==> config.mk <==
export PLATFORM = sky130hd
export DESIGN_NAME = tcd_top
export DESIGN_NICKNAME = d
export VERILOG_FILES = /design/src/design/tcd_pkg.sv /design/src/design/tcd_cmd_decode.sv /design/src/design/tcd_counter.sv /design/src/design/tcd_top.sv
export SDC_FILE = /design/constraint.sdc
export NUM_CORES = 1
export LEC_CHECK = 0
export BUFFER_PORTS_ARGS = -buffer_cell sky130_fd_sc_hd__buf_4
export CORE_AREA = 3 3 255 157
export CTS_BUF_LIST = sky130_fd_sc_hd__clkbuf_16
export DETAILED_ROUTE_END_ITERATION = 8
export DIE_AREA = 0 0 258 160
export PLACE_DENSITY = 0.89
export SLEW_MARGIN = 20
export SYNTH_ARGS = -nofsm -noshare
export SYNTH_HDL_FRONTEND = slang
export SYNTH_SLANG_ARGS = --single-unit
==> constraint.sdc <==
create_clock -name core_clk -period 5.8 [get_ports core_clk]
set_input_delay 0.58 -clock core_clk [delete_from_list [all_inputs] [get_ports core_clk]]
set_output_delay 0.58 -clock core_clk [all_outputs]
set_load 0.03 [all_outputs]
==> src/design/tcd_pkg.sv <==
package tcd_pkg;

  localparam int NCNT  = 5;
  localparam int CNT_W = 16;
  localparam int CMD_W = 8;

  // Top three bits of a counter-select command
  localparam logic [2:0] OP_LDPTR   = 3'h0;
  localparam logic [2:0] OP_ARM     = 3'h1;
  localparam logic [2:0] OP_LOAD    = 3'h2;
  localparam logic [2:0] OP_LDARM   = 3'h3;
  localparam logic [2:0] OP_DISSAVE = 3'h4;
  localparam logic [2:0] OP_SAVE    = 3'h5;
  localparam logic [2:0] OP_DISARM  = 3'h6;

  // Five-bit prefixes of single-counter commands
  localparam logic [4:0] PFX_CLROUT = 5'h1c;
  localparam logic [4:0] PFX_SETOUT = 5'h1d;
  localparam logic [4:0] PFX_STEP   = 5'h1e;

  // Whole-byte commands
  localparam logic [7:0] CODE_SEQ_EN   = 8'he0;
  localparam logic [7:0] CODE_BUS8     = 8'he7;
  localparam logic [7:0] CODE_GATE_ON  = 8'he6;
  localparam logic [7:0] CODE_SEQ_DIS  = 8'he8;
  localparam logic [7:0] CODE_GATE_OFF = 8'hee;
  localparam logic [7:0] CODE_MRESET   = 8'hff;

  // Master mode bits
  localparam int MM_DIVIDED_FREQ_OUTPUT_GATE_BIT = 12;
  localparam int MM_BUS_W_BIT     = 13;
  localparam int MM_SEQ_DIS_BIT   = 14;

  // Counter mode fields
  localparam int         CM_OUT_LSB      = 0;
  localparam int         CM_DIR_BIT      = 3;
  localparam int         CM_SRC_HOLD_BIT = 6;
  localparam int         CM_GATE_LSB     = 13;
  localparam logic [2:0] OUT_TC_HIGH     = 3'h1;
  localparam logic [2:0] OUT_TC_LOW      = 3'h5;

  // Reset values
  localparam logic [15:0] MM_RESET   = 16'h0000;
  localparam logic [15:0] CM_RESET   = 16'h0b00;
  localparam logic [15:0] LDHD_RESET = 16'h0000;

  // Data pointer
  localparam logic [1:0] ELEM_MODE     = 2'h0;
  localparam logic [1:0] ELEM_LOAD     = 2'h1;
  localparam logic [1:0] ELEM_HOLD     = 2'h2;
  localparam logic [2:0] GRP_BAD_A     = 3'h0;
  localparam logic [2:0] GRP_BAD_B     = 3'h6;
  localparam logic [2:0] GRP_CTRL      = 3'h7;
  localparam logic [2:0] GRP_FIRST     = 3'h1;
  localparam logic [2:0] GRP_LAST      = 3'h5;
  localparam logic [1:0] ELEM_RESET    = 2'h0;
  localparam logic [2:0] GRP_RESET     = 3'h1;

  typedef enum logic [4:0] {
    CMD_NONE, CMD_ARM, CMD_LOAD, CMD_LDARM, CMD_DISARM, CMD_SAVE, CMD_DISSAVE,
    CMD_SETOUT, CMD_CLROUT, CMD_STEP, CMD_SEQ_DIS, CMD_SEQ_EN, CMD_BUS8,
    CMD_GATE_OFF, CMD_GATE_ON, CMD_LDPTR, CMD_MRST
  } tcd_cmd_e;

  // One-hot counter select from a counter number, zero when out of range
  function automatic logic [NCNT-1:0] num_to_sel(input logic [2:0] num);
    logic [NCNT-1:0] sel;
    sel = '0;
    if (num >= 3'h1 && num <= 3'h5) begin
      sel[num - 3'h1] = 1'b1;
    end
    return sel;
  endfunction

endpackage

==> src/design/tcd_cmd_decode.sv <==
`timescale 1ns/100ps
module tcd_cmd_decode (
  input  wire logic [7:0]       cmd_byte,
  output tcd_pkg::tcd_cmd_e     cmd,
  output logic [4:0]            sel
);

  logic [4:0] num_sel;

  always_comb begin
    num_sel = tcd_pkg::num_to_sel(cmd_byte[2:0]);
    cmd     = tcd_pkg::CMD_NONE;
    sel     = cmd_byte[4:0];
    unique case (cmd_byte[7:5])
      tcd_pkg::OP_ARM:     cmd = tcd_pkg::CMD_ARM;
      tcd_pkg::OP_LOAD:    cmd = tcd_pkg::CMD_LOAD;
      tcd_pkg::OP_LDARM:   cmd = tcd_pkg::CMD_LDARM;
      tcd_pkg::OP_DISARM:  cmd = tcd_pkg::CMD_DISARM;
      tcd_pkg::OP_SAVE:    cmd = tcd_pkg::CMD_SAVE;
      tcd_pkg::OP_DISSAVE: cmd = tcd_pkg::CMD_DISSAVE;
      tcd_pkg::OP_LDPTR: begin
        if (cmd_byte[2:0] != tcd_pkg::GRP_BAD_A && cmd_byte[2:0] != tcd_pkg::GRP_BAD_B) begin
          cmd = tcd_pkg::CMD_LDPTR;
        end
      end
      default: begin
        sel = num_sel;
        if (cmd_byte == tcd_pkg::CODE_MRESET) begin
          cmd = tcd_pkg::CMD_MRST;
        end else if (cmd_byte == tcd_pkg::CODE_SEQ_DIS) begin
          cmd = tcd_pkg::CMD_SEQ_DIS;
        end else if (cmd_byte == tcd_pkg::CODE_SEQ_EN) begin
          cmd = tcd_pkg::CMD_SEQ_EN;
        end else if (cmd_byte == tcd_pkg::CODE_BUS8) begin
          cmd = tcd_pkg::CMD_BUS8;
        end else if (cmd_byte == tcd_pkg::CODE_GATE_OFF) begin
          cmd = tcd_pkg::CMD_GATE_OFF;
        end else if (cmd_byte == tcd_pkg::CODE_GATE_ON) begin
          cmd = tcd_pkg::CMD_GATE_ON;
        end else if (num_sel != '0) begin
          if (cmd_byte[7:3] == tcd_pkg::PFX_SETOUT) begin
            cmd = tcd_pkg::CMD_SETOUT;
          end else if (cmd_byte[7:3] == tcd_pkg::PFX_CLROUT) begin
            cmd = tcd_pkg::CMD_CLROUT;
          end else if (cmd_byte[7:3] == tcd_pkg::PFX_STEP) begin
            cmd = tcd_pkg::CMD_STEP;
          end
        end
      end
    endcase
    if (cmd == tcd_pkg::CMD_NONE) begin
      sel = '0;
    end
  end

endmodule

==> src/design/tcd_counter.sv <==
`timescale 1ns/100ps
module tcd_counter #(
  parameter int CNT_W = 16
) (
  input  wire logic             core_clk,
  input  wire logic             rst,
  input  wire logic             clk_en,
  input  wire logic             mreset,
  input  wire logic             do_arm,
  input  wire logic             do_load,
  input  wire logic             do_disarm,
  input  wire logic             do_save,
  input  wire logic             do_step,
  input  wire logic             set_out,
  input  wire logic             clr_out,
  input  wire logic             src_edge,
  input  wire logic             gate_lvl,
  input  wire logic             wr_mode,
  input  wire logic             wr_load,
  input  wire logic             wr_hold,
  input  wire logic [CNT_W-1:0] wdata,
  output logic [CNT_W-1:0]      value,
  output logic                  armed,
  output logic                  out_pin
);

  logic [CNT_W-1:0] val_ff, nxt_val, load_ff, nxt_load, hold_ff, nxt_hold, mode_ff, nxt_mode;
  logic             armed_ff, nxt_armed, pend_ff, nxt_pend, tc_ff, nxt_tc;
  logic             tog_ff, nxt_tog, out_ff, nxt_out;
  logic             cnt_go, counted, up;
  logic [2:0]       out_mode;

  always_comb begin
    up       = mode_ff[tcd_pkg::CM_DIR_BIT];
    cnt_go   = (armed_ff || pend_ff) && src_edge &&
               (mode_ff[tcd_pkg::CM_GATE_LSB +: 3] == 3'h0 || gate_lvl);
    counted  = do_load || do_step || cnt_go;
    nxt_val  = val_ff;
    nxt_load = wr_load ? wdata : load_ff;
    nxt_mode = wr_mode ? wdata : mode_ff;
    nxt_hold = wr_hold ? wdata : hold_ff;
    if (do_load) begin
      nxt_val = mode_ff[tcd_pkg::CM_SRC_HOLD_BIT] ? hold_ff : load_ff;
    end else if (do_step || cnt_go) begin
      nxt_val = up ? val_ff + 1'b1 : val_ff - 1'b1;
    end
    if (do_save) begin
      nxt_hold = val_ff;
    end
    nxt_armed = armed_ff;
    nxt_pend  = pend_ff;
    if (do_disarm) begin
      if (tc_ff) begin
        nxt_pend = 1'b1;
      end
      nxt_armed = 1'b0;
    end
    if (pend_ff && counted) begin
      nxt_pend = 1'b0;
    end
    if (do_arm) begin
      nxt_armed = 1'b1;
      nxt_pend  = 1'b0;
    end
    nxt_tc   = up ? (nxt_val == '1) : (nxt_val == '0);
    nxt_tog  = set_out ? 1'b1 : (clr_out ? 1'b0 : tog_ff);
    out_mode = nxt_mode[tcd_pkg::CM_OUT_LSB +: 3];
    if (out_mode == tcd_pkg::OUT_TC_HIGH) begin
      nxt_out = nxt_tc;
    end else if (out_mode == tcd_pkg::OUT_TC_LOW) begin
      nxt_out = !nxt_tc;
    end else begin
      nxt_out = nxt_tog;
    end
  end

  always_ff @(posedge core_clk) begin
    if (rst || (clk_en && mreset)) begin
      val_ff   <= tcd_pkg::LDHD_RESET;
      load_ff  <= tcd_pkg::LDHD_RESET;
      hold_ff  <= tcd_pkg::LDHD_RESET;
      mode_ff  <= tcd_pkg::CM_RESET;
      armed_ff <= 1'b0;
      pend_ff  <= 1'b0;
      tc_ff    <= 1'b0;
      tog_ff   <= 1'b0;
      out_ff   <= 1'b0;
    end else if (clk_en) begin
      val_ff   <= nxt_val;
      load_ff  <= nxt_load;
      hold_ff  <= nxt_hold;
      mode_ff  <= nxt_mode;
      armed_ff <= nxt_armed;
      pend_ff  <= nxt_pend;
      tc_ff    <= nxt_tc;
      tog_ff   <= nxt_tog;
      out_ff   <= nxt_out;
    end
  end

  assign value   = val_ff;
  assign armed   = armed_ff;
  assign out_pin = out_ff;

endmodule

==> src/design/tcd_top.sv <==
// Operation
// - Arm command arms each selected counter; zero select bits change nothing.
// - A counter counts only while armed and its hardware gating allows.
// - Load copies load or hold register per mode; sources stay unchanged.
// - Load-and-arm loads each selected counter and then arms it.
// - Disarm stops counting in each selected counter that is not at terminal count.
// - A counter disarmed at terminal count takes one more count first.
// - Disarmed counters still accept load and save; arm resumes counting.
// - Save copies present count into hold register without disturbing counting.
// - Disarm-and-save disarms then copies count into hold register.
// - Set-output sets the named counter's output toggle, counters one to five.
// - Clear-output resets the named counter's output toggle, counters one to five.
// - Step decrements when direction bit is zero, else increments, even disarmed.
// - Code e8 sets only the pointer sequencing disable bit.
// - Sequencing disable holds the data pointer; otherwise host accesses advance it outside the control group.
// - Code e0 clears only the pointer sequencing disable bit.
// - Code e7 clears bus width bit; data then moves a byte at a time.
// - Code ee sets frequency gate bit; output pin then held low.
// - Code e6 clears frequency gate bit; pin drives the synchronised frequency source.
// - Gate, bus width and sequencing bits also load with full master mode word.
// - Load-pointer copies element and group fields; groups 000 and 110 invalid.
// - Host writes commands to the command port; each byte is decoded.
// - Select bits one to five each address the matching counter independently.
// - Code ff acts as power-on reset of counters and registers.
`timescale 1ns/100ps
module tcd_top #(
  parameter int NCNT  = 5,
  parameter int CNT_W = 16
) (
  input  wire logic              core_clk,
  input  wire logic              rst,
  input  wire logic              clk_en,
  input  wire logic              cmd_wr_pin,
  input  wire logic [7:0]        cmd_byte_pin,
  input  wire logic              host_acc_pin,
  input  wire logic [CNT_W-1:0]  host_data_pin,
  input  wire logic [NCNT-1:0]   count_src_pin,
  input  wire logic [NCNT-1:0]   gate_pin,
  input  wire logic              freq_src_pin,
  output logic [NCNT-1:0]        counter_output_pin,
  output logic                   divided_freq_output,
  output logic [NCNT-1:0]        armed_status,
  output logic [NCNT*CNT_W-1:0]  count_value,
  output logic [15:0]            master_mode,
  output logic                   byte_pointer,
  output logic [1:0]             element_select_field,
  output logic [2:0]             group_select_field
);

  localparam int SYN_W = 1 + 8 + 1 + CNT_W + NCNT + NCNT + 1;

  // Pin synchronisers
  logic [SYN_W-1:0] syn1_ff;
  logic [SYN_W-1:0] syn2_ff;
  logic             wr_last_ff;
  logic             acc_last_ff;
  logic [NCNT-1:0]  src_last_ff;

  always_ff @(posedge core_clk) begin
    if (rst) begin
      syn1_ff     <= '0;
      syn2_ff     <= '0;
      wr_last_ff  <= 1'b0;
      acc_last_ff <= 1'b0;
      src_last_ff <= '0;
    end else if (clk_en) begin
      syn1_ff     <= {cmd_wr_pin, cmd_byte_pin, host_acc_pin, host_data_pin,
                      count_src_pin, gate_pin, freq_src_pin};
      syn2_ff     <= syn1_ff;
      wr_last_ff  <= syn2_ff[SYN_W-1];
      acc_last_ff <= syn2_ff[SYN_W-10];
      src_last_ff <= syn2_ff[2*NCNT:NCNT+1];
    end
  end

  logic              wr_s, acc_s, freq_s;
  logic [7:0]        byte_s;
  logic [CNT_W-1:0]  data_s;
  logic [NCNT-1:0]   src_s, gate_s, src_edge;
  logic              cmd_go, acc_go;

  always_comb begin
    wr_s     = syn2_ff[SYN_W-1];
    byte_s   = syn2_ff[SYN_W-2 -: 8];
    acc_s    = syn2_ff[SYN_W-10];
    data_s   = syn2_ff[SYN_W-11 -: CNT_W];
    src_s    = syn2_ff[2*NCNT:NCNT+1];
    gate_s   = syn2_ff[NCNT:1];
    freq_s   = syn2_ff[0];
    cmd_go   = wr_s && !wr_last_ff;
    acc_go   = acc_s && !acc_last_ff;
    src_edge = src_s & ~src_last_ff;
  end

  // Command decode
  tcd_pkg::tcd_cmd_e cmd;
  logic [NCNT-1:0]   sel;

  tcd_cmd_decode u_dec (
    .cmd_byte (byte_s),
    .cmd      (cmd),
    .sel      (sel)
  );

  logic [NCNT-1:0] p_arm;
  logic [NCNT-1:0] p_load;
  logic [NCNT-1:0] p_disarm;
  logic [NCNT-1:0] p_save;
  logic [NCNT-1:0] p_step;
  logic [NCNT-1:0] p_set;
  logic [NCNT-1:0] p_clr;
  logic            mreset;

  always_comb begin
    p_arm    = '0;
    p_load   = '0;
    p_disarm = '0;
    p_save   = '0;
    p_step   = '0;
    p_set    = '0;
    p_clr    = '0;
    mreset   = 1'b0;

    if (cmd_go) begin
      unique case (cmd)
        tcd_pkg::CMD_ARM:     p_arm = sel;
        tcd_pkg::CMD_LOAD:    p_load = sel;
        tcd_pkg::CMD_LDARM: begin
          p_load = sel;
          p_arm  = sel;
        end
        tcd_pkg::CMD_DISARM:  p_disarm = sel;
        tcd_pkg::CMD_SAVE:    p_save = sel;
        tcd_pkg::CMD_DISSAVE: begin
          p_disarm = sel;
          p_save   = sel;
        end
        tcd_pkg::CMD_SETOUT:  p_set = sel;
        tcd_pkg::CMD_CLROUT:  p_clr = sel;
        tcd_pkg::CMD_STEP:    p_step = sel;
        tcd_pkg::CMD_MRST:    mreset = 1'b1;
        default: ;
      endcase
    end
  end

  // Data pointer and host data path
  logic [1:0]       elem_ff, nxt_elem;
  logic [2:0]       grp_ff, nxt_grp;
  logic             bptr_ff, nxt_bptr;
  logic [7:0]       low_ff, nxt_low;
  logic [15:0]      mm_ff, nxt_mm;
  logic             commit;
  logic [CNT_W-1:0] commit_data;
  logic [NCNT-1:0]  wr_mode;
  logic [NCNT-1:0]  wr_load;
  logic [NCNT-1:0]  wr_hold;

  always_comb begin
    nxt_elem    = elem_ff;
    nxt_grp     = grp_ff;
    nxt_bptr    = bptr_ff;
    nxt_low     = low_ff;
    commit      = 1'b0;
    commit_data = data_s;

    if (acc_go) begin
      if (!mm_ff[tcd_pkg::MM_BUS_W_BIT]) begin
        nxt_bptr = !bptr_ff;
        if (!bptr_ff) begin
          nxt_low = data_s[7:0];
        end else begin
          commit      = 1'b1;
          commit_data = {data_s[7:0], low_ff};
        end
      end else begin
        commit = 1'b1;
      end
    end

    if (commit && !mm_ff[tcd_pkg::MM_SEQ_DIS_BIT] &&
        grp_ff != tcd_pkg::GRP_CTRL) begin
      if (elem_ff == tcd_pkg::ELEM_HOLD) begin
        nxt_elem = tcd_pkg::ELEM_MODE;
        nxt_grp  = (grp_ff == tcd_pkg::GRP_LAST) ? tcd_pkg::GRP_FIRST
                   : grp_ff + 3'h1;
      end else begin
        nxt_elem = elem_ff + 2'h1;
      end
    end

    if (cmd_go && cmd == tcd_pkg::CMD_LDPTR) begin
      nxt_elem = byte_s[4:3];
      nxt_grp  = byte_s[2:0];
      nxt_bptr = 1'b0;
    end

    if (cmd_go && cmd == tcd_pkg::CMD_MRST) begin
      nxt_elem = tcd_pkg::ELEM_RESET;
      nxt_grp  = tcd_pkg::GRP_RESET;
      nxt_bptr = 1'b0;
    end
  end

  always_comb begin
    wr_mode = '0;
    wr_load = '0;
    wr_hold = '0;
    for (int i = 0; i < NCNT; i++) begin
      if (commit && grp_ff == 3'(i + 1)) begin
        wr_mode[i] = (elem_ff == tcd_pkg::ELEM_MODE);
        wr_load[i] = (elem_ff == tcd_pkg::ELEM_LOAD);
        wr_hold[i] = (elem_ff == tcd_pkg::ELEM_HOLD);
      end
    end
  end

  // Master mode register
  always_comb begin
    nxt_mm = mm_ff;
    if (commit && grp_ff == tcd_pkg::GRP_CTRL &&
        elem_ff == tcd_pkg::ELEM_MODE) begin
      nxt_mm = commit_data;
    end

    if (cmd_go) begin
      unique case (cmd)
        tcd_pkg::CMD_SEQ_DIS:  nxt_mm[tcd_pkg::MM_SEQ_DIS_BIT] = 1'b1;
        tcd_pkg::CMD_SEQ_EN:   nxt_mm[tcd_pkg::MM_SEQ_DIS_BIT] = 1'b0;
        tcd_pkg::CMD_BUS8:     nxt_mm[tcd_pkg::MM_BUS_W_BIT] = 1'b0;
        tcd_pkg::CMD_GATE_OFF: nxt_mm[tcd_pkg::MM_DIVIDED_FREQ_OUTPUT_GATE_BIT] = 1'b1;
        tcd_pkg::CMD_GATE_ON:  nxt_mm[tcd_pkg::MM_DIVIDED_FREQ_OUTPUT_GATE_BIT] = 1'b0;
        tcd_pkg::CMD_MRST:     nxt_mm = tcd_pkg::MM_RESET;
        default: ;
      endcase
    end
  end

  logic divided_freq_output_ff;
  logic nxt_divided_freq_output;

  always_comb begin
    nxt_divided_freq_output = nxt_mm[tcd_pkg::MM_DIVIDED_FREQ_OUTPUT_GATE_BIT] ? 1'b0 : freq_s;
  end

  always_ff @(posedge core_clk) begin
    if (rst) begin
      elem_ff <= tcd_pkg::ELEM_RESET;
      grp_ff  <= tcd_pkg::GRP_RESET;
      bptr_ff <= 1'b0;
      low_ff  <= 8'h00;
      mm_ff   <= tcd_pkg::MM_RESET;
      divided_freq_output_ff <= 1'b0;
    end else if (clk_en) begin
      elem_ff <= nxt_elem;
      grp_ff  <= nxt_grp;
      bptr_ff <= nxt_bptr;
      low_ff  <= nxt_low;
      mm_ff   <= nxt_mm;
      divided_freq_output_ff <= nxt_divided_freq_output;
    end
  end

  // General counters
  for (genvar g = 0; g < NCNT; g++) begin : g_cnt
    tcd_counter #(
      .CNT_W (CNT_W)
    ) u_cnt (
      .core_clk  (core_clk),
      .rst       (rst),
      .clk_en    (clk_en),
      .mreset    (mreset),
      .do_arm    (p_arm[g]),
      .do_load   (p_load[g]),
      .do_disarm (p_disarm[g]),
      .do_save   (p_save[g]),
      .do_step   (p_step[g]),
      .set_out   (p_set[g]),
      .clr_out   (p_clr[g]),
      .src_edge  (src_edge[g]),
      .gate_lvl  (gate_s[g]),
      .wr_mode   (wr_mode[g]),
      .wr_load   (wr_load[g]),
      .wr_hold   (wr_hold[g]),
      .wdata     (commit_data),
      .value     (count_value[g*CNT_W +: CNT_W]),
      .armed     (armed_status[g]),
      .out_pin   (counter_output_pin[g])
    );
  end

  assign divided_freq_output  = divided_freq_output_ff;
  assign master_mode          = mm_ff;
  assign byte_pointer         = bptr_ff;
  assign element_select_field = elem_ff;
  assign group_select_field   = grp_ff;

endmodule

After elaboration in Yosys (flattened, before gate mapping)
Cells that the tools add are included.

Add/subtract/negate cells: 13. Magnitude comparators: 4. Equal/unequal tests: 57. Mux-type cells: 165. Bitwise operators: 4. Reductions and logical operators: 142.

Operators by type and width (count): $mux 16 (35); $mux 5 (26); $mux 1 (83); $add 16x1->16 const B (5); $eq 16x16->1 const B (5); $logic_not 16->1 (5); $sub 16x1->16 const B (5); $eq 8x8->1 const B (6); $reduce_and 2->1 (21); $reduce_bool 3->1 (14); $eq 5x4->1 const B (8); $pmux 5 s7 (1); $eq 3x3->1 const B (11); $logic_and 1x1->1 (32); $mux 3 (10); $logic_or 1x1->1 (26); $eq 3x1->1 const B (7); $reduce_and 3->1 (7); $eq 5x3->1 const B (4); $eq 5x5->1 const B (4); $reduce_bool 2->1 (10); $logic_not 3->1 (6); $reduce_or 2->1 (7); $eq 3x2->1 const B (4); 26 further kinds (43).

Register bits after elaboration: 457. Logic and storage cells: 446.

Depth between registers and ports, before layout
Gate-level depths: netlist of the first run.

Word-level depth: 27. Mapped depth: 19. Gate-level depth less buffers: 15.

Hierarchy
Synthesis of the first run repeated with hierarchy kept, for this count alone.

Cell total of the unflattened synthesis: 2993. Area, all modules: 24696.2 µm².

Modules (own cells, without submodules): tcd_counter (g_cnt[0].u_cnt ...) (instances 2, cells each 487, area an instance 3896.2 µm², seq. area each 1221.2 µm²); tcd_counter (g_cnt[3].u_cnt ...) (instances 2, cells each 452, area an instance 3682.3 µm², seq. area each 1221.2 µm²); tcd_top (instances 1, cells each 559, area an instance 5163.7 µm², seq. area each 2242.2 µm²); tcd_counter (g_cnt[2].u_cnt) (instances 1, cells each 469, area an instance 3807.4 µm², seq. area each 1221.2 µm²); tcd_cmd_decode (instances 1, cells each 87, area an instance 568.0 µm², seq. area each 0.0 µm²).

Worst setup path after synthesis of the first run
No wires, ideal clock.

Kind: reg2reg. Start point: register syn2_ff[28]. End point: register g_cnt[1].u_cnt.out_ff. Setup time: 0.067 ns. Data arrival time: 4.718 ns. Setup slack: 1.015 ns. Stages on the path, launching flop included: 19. Clock period less this slack: 4.785 ns. Path through: dfxtp_1 -> buf_2 -> inv_1 -> ha_1 -> o2bb2ai_1 -> a221oi_4 -> a211oi_1 -> a211o_1 -> or3_1 -> buf_2 -> and2_1 -> buf_6 -> a221o_1 -> or4_1 -> or3_1 -> nor4_1 -> mux2i_1 -> mux2_4 -> a21oi_2.

Longest elaborated chain between the ends: 27. Elaborated cells on any way between the ends: 62. Classes of those cells: add/sub: 1; order compare: 4; eq/ne: 14; mux: 31; reduce/logical: 12.

RTL lines: start, declared (RTL line tcd_top.sv:54) `logic [SYN_W-1:0] syn2_ff;`; start signal, assigned (RTL line tcd_top.sv:69) `syn2_ff <= syn1_ff;`; $sub 3x1->3 (RTL line tcd_pkg.sv:70) `sel[num - 3'h1] = 1'b1;`; $lt 3x4->1 (implied by the code) / $ge 3x1->1 (equally long branches) (RTL line tcd_pkg.sv:70); $logic_and 1x1->1 (implied by the code) (RTL line tcd_pkg.sv:70); $mux 1 (implied by the code) (RTL line tcd_pkg.sv:70); $demux 1 s3; $mux 5 (RTL line tcd_pkg.sv:69) `if (num >= 3'h1 && num <= 3'h5) begin`; $reduce_bool 5->1 (RTL line tcd_cmd_decode.sv:40) `end else if (num_sel != '0) begin`; $mux 5 (RTL line tcd_cmd_decode.sv:40); (+11 left out); $logic_or 1x1->1 (RTL line tcd_counter.sv:44) `end else if (do_step || cnt_go) begin`; $mux 16 (RTL line tcd_counter.sv:44); $mux 16 (RTL line tcd_counter.sv:42) `if (do_load) begin`; $eq 16x16->1 / $logic_not 16->1 (equally long branches) (RTL line tcd_counter.sv:65) `nxt_tc = up ? (nxt_val == '1) : (nxt_val == '0);`; $mux 1 (RTL line tcd_counter.sv:65); $logic_not 1->1 (RTL line tcd_counter.sv:71) `nxt_out = !nxt_tc;`; $mux 1 (RTL line tcd_counter.sv:70) `end else if (out_mode == tcd_pkg::OUT_TC_LOW) begin`; $mux 1 (RTL line tcd_counter.sv:68) `if (out_mode == tcd_pkg::OUT_TC_HIGH) begin`; end signal, assigned (RTL line tcd_counter.sv:97) `out_ff <= nxt_out;`; end, declared (RTL line tcd_counter.sv:29) `logic tog_ff, nxt_tog, out_ff, nxt_out;`.

Several ways; a longest one is shown, not always the timed one. A chain may end at the register's enable or synchronous reset.

Final worst setup path of the first run
Ends and elaborated chain as after synthesis.

==> impl_metrics.json, run 1 <==
{
  "fill_cells": 3040,
  "crit_fanout": 15,
  "slew_viol_final": 0,
  "grt_pass1_wl_um": 117000,
  "postCtsHoldBufs": 0,
  "period_needed_ns": 5.48,
  "synth_warnings": 0,
  "dr.pass1.iters": 8,
  "ys_ff_latch": 417,
  "grt_pass1_vias": 21000,
  "register_area_um2": 8350,
  "fp.dieH_um": 160,
  "fin_crit_sh_pct": 94.5,
  "worst_clock_skew_ns": 0.0332,
  "coreArea_um2": 37600,
  "worstReg2RegEnd": "g_cnt[1].u_cnt.out_pin$_SDFFE_PP0P_",
  "rr_worst_depth": 15,
  "drive_gt1_share_pct": 11.4,
  "startpoint": "syn2_ff[28]$_SDFFE_PP0P_",
  "synth_flop_cell": "dfxtp_1",
  "die-width_um": 258,
  "antenna_cells": 0,
  "grt_setup_unrepaired": "no",
  "worst_pin_slew_ns": 1.09,
  "cp_cell_sequence": "inv_1 > ha_1 > o2bb2ai_1 > a221oi_4 > a311o_1 > nand4_1 > or3_1 > and2_1 > a221o_1 > or4_1 > or3_1 > nor4_1 > mux2i_1 > mux2_4 > a21oi_2",
  "stdcell_count": 3424,
  "tns_ns": 0,
  "fin_util_pct": 68.7,
  "clock.fmax_ghz": 0.182,
  "critPathKind": "flip-flop to flip-flop",
  "crit_path_end_kind": "flip-flop",
  "track_usage_pct": 34.7,
  "seq_area_frac_synth_pct": 36.3,
  "cts_buffer_depth": 3,
  "drtIter0Drc": 3145,
  "cts_buffers": 40,
  "antenna_found_initial": 0,
  "routabilityCongestion": 0.981,
  "io_pins": 153,
  "synth_edf_count": 0,
  "htree_levels": 2,
  "path_buf_inv": 1,
  "startpoint_type": "flip-flop",
  "cp.arrival_ns": 5.96,
  "path_delay_family": "simple AND/OR/NAND/NOR gates",
  "drc": 0,
  "postSynthCellCount": 2836,
  "final_cell_mix": "nor2_1 (643), dfxtp_1 (417), a211oi_1 (242)",
  "grt_max_degree": 158,
  "power.leakage_nw": 9.73,
  "cpPeakStageDelay_ns": 0.62,
  "grt-ovfl-total": 0,
  "placed_cells": 3352,
  "multi_input_area_um2": 13800,
  "worst-endpoint-required_ns": 6.28,
  "wl_per_cell_um": 21.7,
  "holdCritStartpoint": "host_data_pin[0]",
  "worstSkewPairLatency_ns": 0.56,
  "cts_root_buffer": "clkbuf_16",
  "synth_cell_types": 77,
  "crit_slowest_cell": "dfxtp_1",
  "cts_tree": "done",
  "synth_area_leaders": "dfxtp_1 (36%), nor2_1 (11%), mux2i_1 (8.6%)",
  "max_slew_margin_pct": 27.2,
  "nets": 3002,
  "synth_top_area_cell": "dfxtp_1",
  "cts.reportedPaths.clkPinSlew_ns": 0.07,
  "syn_area_per_cell_um2": 8.10,
  "worstHoldEndpoint": "syn1_ff[11]$_SDFFE_PP0P_",
  "dpl.hpwl_um": 51700,
  "hold_class": "input port to flip-flop",
  "num_rows": 55,
  "dieArea_um2": 41300,
  "final_antenna_net_count": 0,
  "timing.rr.start": "syn2_ff[28]$_SDFFE_PP0P_",
  "syn_area_um2": 23000,
  "dpl_worst_slack_ns": 0.467,
  "syn-num-nets": 2957,
  "area_delta_synth_final_pct": 12.6,
  "status": "complete, no violations",
  "cts_sinks": 417,
  "wl_um": 74500,
  "setup_violations": 0,
  "hold_ws_ns": 0.261,
  "vias": 22500,
  "setup_slack_ns": 0.318,
  "yosysTopAreaCellShare_pct": 36.3,
  "ir_drop_mv": 0.236,
  "powerDensity_nw_per_um2": 249,
  "hold_viol": 0,
  "min_path_cells": 3,
  "vias_per_cell": 6.59,
  "numPortBuffers": 152,
  "start_util_pct": 61.0,
  "rrSetupSlack_ns": 0.32,
  "maxCapViolations": 0,
  "ys_async_sr_fraction_pct": 0,
  "crit_top_cell": "or3_1",
  "final_common_cell": "nor2_1"
}
==> repair_timing <==
item / 4_1_cts / 5_1_grt
buffers inserted: 0 / 0
gates resized for setup: 0 / 1
setup endpoints to repair: 0 / 1
==> logic make-up after synthesis <==
family,synth area share (%)
compound gates,23.0
xor+xnor,2.52
fa+ha+maj,4.58
buf+inv,4.30
flops,36.3
mux,9.14
simple gates,20.2
==> cell usage after synthesis (11+ instances only) <==
cell	n
nor2_1	649
a31o_2	12
nand4_1	25
a21oi_1	202
clkbuf_1	169
and2_1	15
a211oi_1	242
a22oi_1	26
nor4_1	36
ha_1	76
or3_1	16
buf_1	24
xor2_1	21
a21o_1	25
mux2i_1	197
nor2b_1	22
xnor2_1	45
nand3_1	39
o221ai_1	12
nand2b_1	24
nand2_1	99
inv_1	39
a31oi_1	18
dfxtp_1	417
o21a_1	11
a221o_1	23
o21ai_0	74
nor3_1	70
a221oi_1	17
==> state kept, by name, summed over array words and instances, names as in the netlist, 8 cells and up <==
| name | flops |
|---|---|
| g_cnt.u_cnt.hold_ff | 80 |
| g_cnt.u_cnt.load_ff | 80 |
| g_cnt.u_cnt.mode_ff | 40 |
| g_cnt.u_cnt.value | 80 |
| low_ff | 8 |
| master_mode | 16 |
| syn1_ff | 37 |
| syn2_ff | 37 |
==> worst max-delay path by stage <==
stage / end / slack, ns / cells after the start
final: g_cnt[1].u_cnt.out_pin$_SDFFE_PP0P_ / 0.32 / 15
after global routing: g_cnt[1].u_cnt.out_pin$_SDFFE_PP0P_ / 0.07 / 15
after CTS: g_cnt[1].u_cnt.out_pin$_SDFFE_PP0P_ / 0.40 / 15
after detailed placement: g_cnt[1].u_cnt.out_pin$_SDFFE_PP0P_ / 0.47 / 15
after global placement: g_cnt[1].u_cnt.out_pin$_SDFFE_PP0P_ / 0.51 / 15
after floorplan: g_cnt[1].u_cnt.out_pin$_SDFFE_PP0P_ / 1.02 / 18
==> power breakdown <==
part           switching (mW)  internal (mW)
logic                   0.480          0.289
registers              0.0653           2.91
clock network            1.18           1.52
total                    1.72           4.72
==> layer usage <==
metal	track usage (%)	vias to the layer above	part of all wire, %
met5	0	-	0
met4	12.7	0	4.0
met3	6.74	198	11
met2	51.9	1234	42
met1	49.8	10700	43
li1	-	10400	-
==> worst register-to-register path, cell delays in order, from the launching register on <==
cell,delay [ns]
dfxtp_1,0.62
inv_1,0.16
ha_1,0.43
o2bb2ai_1,0.20
a221oi_4,0.45
a311o_1,0.29
nand4_1,0.20
or3_1,0.43
and2_1,0.34
a221o_1,0.42
or4_1,0.51
or3_1,0.37
nor4_1,0.35
mux2i_1,0.18
mux2_4,0.33
a21oi_2,0.13
==> stage by stage <==
stage	power [mW]	area, µm²
2_1_floorplan	3.54	23000
3_3_place_gp	3.76	24500
3_5_place_dp	3.78	24500
4_1_cts	6.44	25800
5_1_grt	6.64	25900
6_report	6.44	25900
==> cell type report <==
type | instances | share of cell area [%]
Multi-Input combinational cell | 2170 | 53.2
Sequential cell | 417 | 32.3
Timing Repair Buffer | 213 | 6.36
Clock buffer | 41 | 3.97
Tap cell | 513 | 2.48
Clock inverter | 31 | 1.12
Inverter | 39 | 0.566
(Power assumes the default switching activity.)
==> run 2: changes to the inputs <==
--- a/config.mk
+++ b/config.mk
@@ -6,11 +6,11 @@
 export NUM_CORES = 1
 export LEC_CHECK = 0
 export BUFFER_PORTS_ARGS = -buffer_cell sky130_fd_sc_hd__buf_4
-export CORE_AREA = 3 3 255 157
+export CORE_AREA = 3 3 266 163
 export CTS_BUF_LIST = sky130_fd_sc_hd__clkbuf_16
 export DETAILED_ROUTE_END_ITERATION = 8
-export DIE_AREA = 0 0 258 160
-export PLACE_DENSITY = 0.89
+export DIE_AREA = 0 0 269 166
+export PLACE_DENSITY = 0.86
 export SLEW_MARGIN = 20
 export SYNTH_ARGS = -nofsm -noshare
 export SYNTH_HDL_FRONTEND = slang
==> constraint.sdc (replaced) <==
create_clock -name core_clk -period 4.55 [get_ports core_clk]
set_input_delay 0.455 -clock core_clk [delete_from_list [all_inputs] [get_ports core_clk]]
set_output_delay 0.455 -clock core_clk [all_outputs]
set_load 0.03 [all_outputs]
==> impl_metrics.json, run 2 (synthesis gave the netlist of run 1 again) <==
{
  "hold_ws_ns": 0.123,
  "cts_tree": "done",
  "powerDensity_nw_per_um2": 302,
  "postCtsHoldBufs": 0,
  "wl_per_cell_um": 21.6,
  "cts_root_buffer": "clkbuf_16",
  "use_met2_pct": 48.9,
  "dr.pass1.iters": 9,
  "drc": 1,
  "power.leakage_nw": 10.3,
  "dpl_worst_slack_ns": -0.0557,
  "die-width_um": 269,
  "antenna_cells": 0,
  "track_usage_pct": 33.2,
  "setup_violations": 0,
  "htree_levels": 2,
  "worst_pin_slew_ns": 1.04,
  "start_util_pct": 56.4,
  "grt_pass1_vias": 21400,
  "period_needed_ns": 4.43,
  "rrSetupSlack_ns": 0.12,
  "nets": 3122,
  "drive_gt1_share_pct": 16.2,
  "crit_fanout": 5,
  "fin_crit_sh_pct": 97.3,
  "slew_viol_final": 0,
  "use_met1_pct": 48.6,
  "stdcell_count": 3591,
  "coreArea_um2": 40700,
  "placed_area_um2": 25400,
  "startpoint_type": "flip-flop",
  "fp.dieH_um": 166,
  "critPathKind": "flip-flop to flip-flop",
  "worst_clock_skew_ns": 0.0207,
  "dieArea_um2": 44700,
  "violations": "DRC",
  "hold_class": "input port to flip-flop",
  "ir_drop_mv": 0.203,
  "use_met3_pct": 6.62,
  "cp.arrival_ns": 4.92,
  "dpl.hpwl_um": 55300,
  "numPortBuffers": 152,
  "num_rows": 57,
  "grt_setup_unrepaired": "yes",
  "cts_sinks": 417,
  "placed_cells": 3509,
  "fin_util_pct": 66.4,
  "routabilityCongestion": 0.984,
  "max_slew_margin_pct": 29.2,
  "final_cell_mix": "nor2_1 (642), dfxtp_1 (413), buf_4 (322)",
  "status": "complete, but fails checks",
  "worst-endpoint-required_ns": 5.04,
  "area_delta_synth_final_pct": 17.7,
  "maxCapViolations": 0,
  "cts_buffers": 40,
  "final_antenna_net_count": 0,
  "hold_viol": 0,
  "grt-ovfl-total": 0,
  "io_pins": 153,
  "worstSkewPairLatency_ns": 0.57,
  "clock.fmax_ghz": 0.226,
  "grt_pass1_wl_um": 120000,
  "setup_slack_ns": 0.125,
  "crit_path_end_kind": "flip-flop",
  "cts_buffer_depth": 3,
  "vias": 23100,
  "vias_per_cell": 6.43,
  "fin_area_um2": 27000,
  "drtIter0Drc": 2960,
  "final_common_cell": "nor2_1",
  "grt_max_degree": 167,
  "antenna_found_initial": 2,
  "busiest_layer": "met2",
  "cts.reportedPaths.clkPinSlew_ns": 0.07,
  "wl_um": 77400
}
==> run 2: changes by cell type in the layout (fill, tap and decap cells not counted), sizes merged <==
| cell | change |
|---|---|
| buf | +119 |
| clkinv | +5 |
| inv | -3 |
| bufinv | -2 |
| a31o | +1 |
| clkbuf | -1 |
| clkinvlp | +1 |
==> run 2: metrics by stage <==
step / TNS [ns] / power, mW
finish: 0 / 8.17
global route: -0.0523 / 8.42
CTS: 0 / 8.12
detailed placement: -0.0557 / 4.88
global placement: -0.0000222 / 4.85
floorplan: 0 / 4.51
==> run 2: path summary, 6_finish.rpt <==
kind                                            from                                  end  cells past startpoint
setup / recovery            syn2_ff[28]$_SDFFE_PP0P_  g_cnt[1].u_cnt.out_pin$_SDFFE_PP0P_                     18
hold / removal                                   rst         master_mode[13]$_SDFFE_PP0P_                      2
setup reg to reg            syn2_ff[28]$_SDFFE_PP0P_  g_cnt[1].u_cnt.out_pin$_SDFFE_PP0P_                     18
hold reg to reg   g_cnt[3].u_cnt.tog_ff$_SDFFE_PP0P_   g_cnt[3].u_cnt.tog_ff$_SDFFE_PP0P_                      2
==> run 2: routing by layer <==
| metal | vias to the layer above | routed length (µm) | share of wire [%] |
|---|---|---|---|
| met2 | 1273 | 32700 | 42 |
| met3 | 201 | 8040 | 10 |
| met1 | 11000 | 33700 | 44 |
| li1 | 10700 | - | - |
| met4 | 2 | 2920 | 3.8 |
| met5 | - | 13 | 0.017 |
==> run 2: area by class of cell <==
class / instances / area, µm²
clock inverters: 32 / 258
repair buffers: 332 / 2580
multi-input cells: 2171 / 14000
well taps: 560 / 701
clock buffers: 40 / 1000
fillers: 3335 / 13700
flip-flops and latches: 417 / 8350
inverters: 39 / 146
==> run 2: where the power goes <==
part | internal (mW) | total [mW] | switching, mW
logic | 0.428 | 1.08 | 0.650
registers | 3.71 | 3.79 | 0.0752
clock network | 1.79 | 3.30 | 1.51
total | 5.93 | 8.17 | 2.24
==> run 2: critical path: stages (launching register included) <==
cell       delay [ns]
dfxtp_2          0.34
inv_2            0.05
ha_4             0.25
o2bb2ai_2        0.13
a221oi_4         0.32
buf_4            0.18
a311oi_2         0.08
buf_4            0.16
a21oi_2          0.14
buf_4            0.15
nand3_4          0.11
a31o_4           0.28
a221o_1          0.37
or4_1            0.54
or3_1            0.39
nor4_2           0.25
mux2i_1          0.16
mux2_4           0.32
a21oi_2          0.12
==> run 2: timing repair <==
item	4_1_cts	5_1_grt
endpoints found under the setup margin	1	8
resized for setup	4	50
setup buffers	1	8
cloned	0	1
pin swaps	1	15
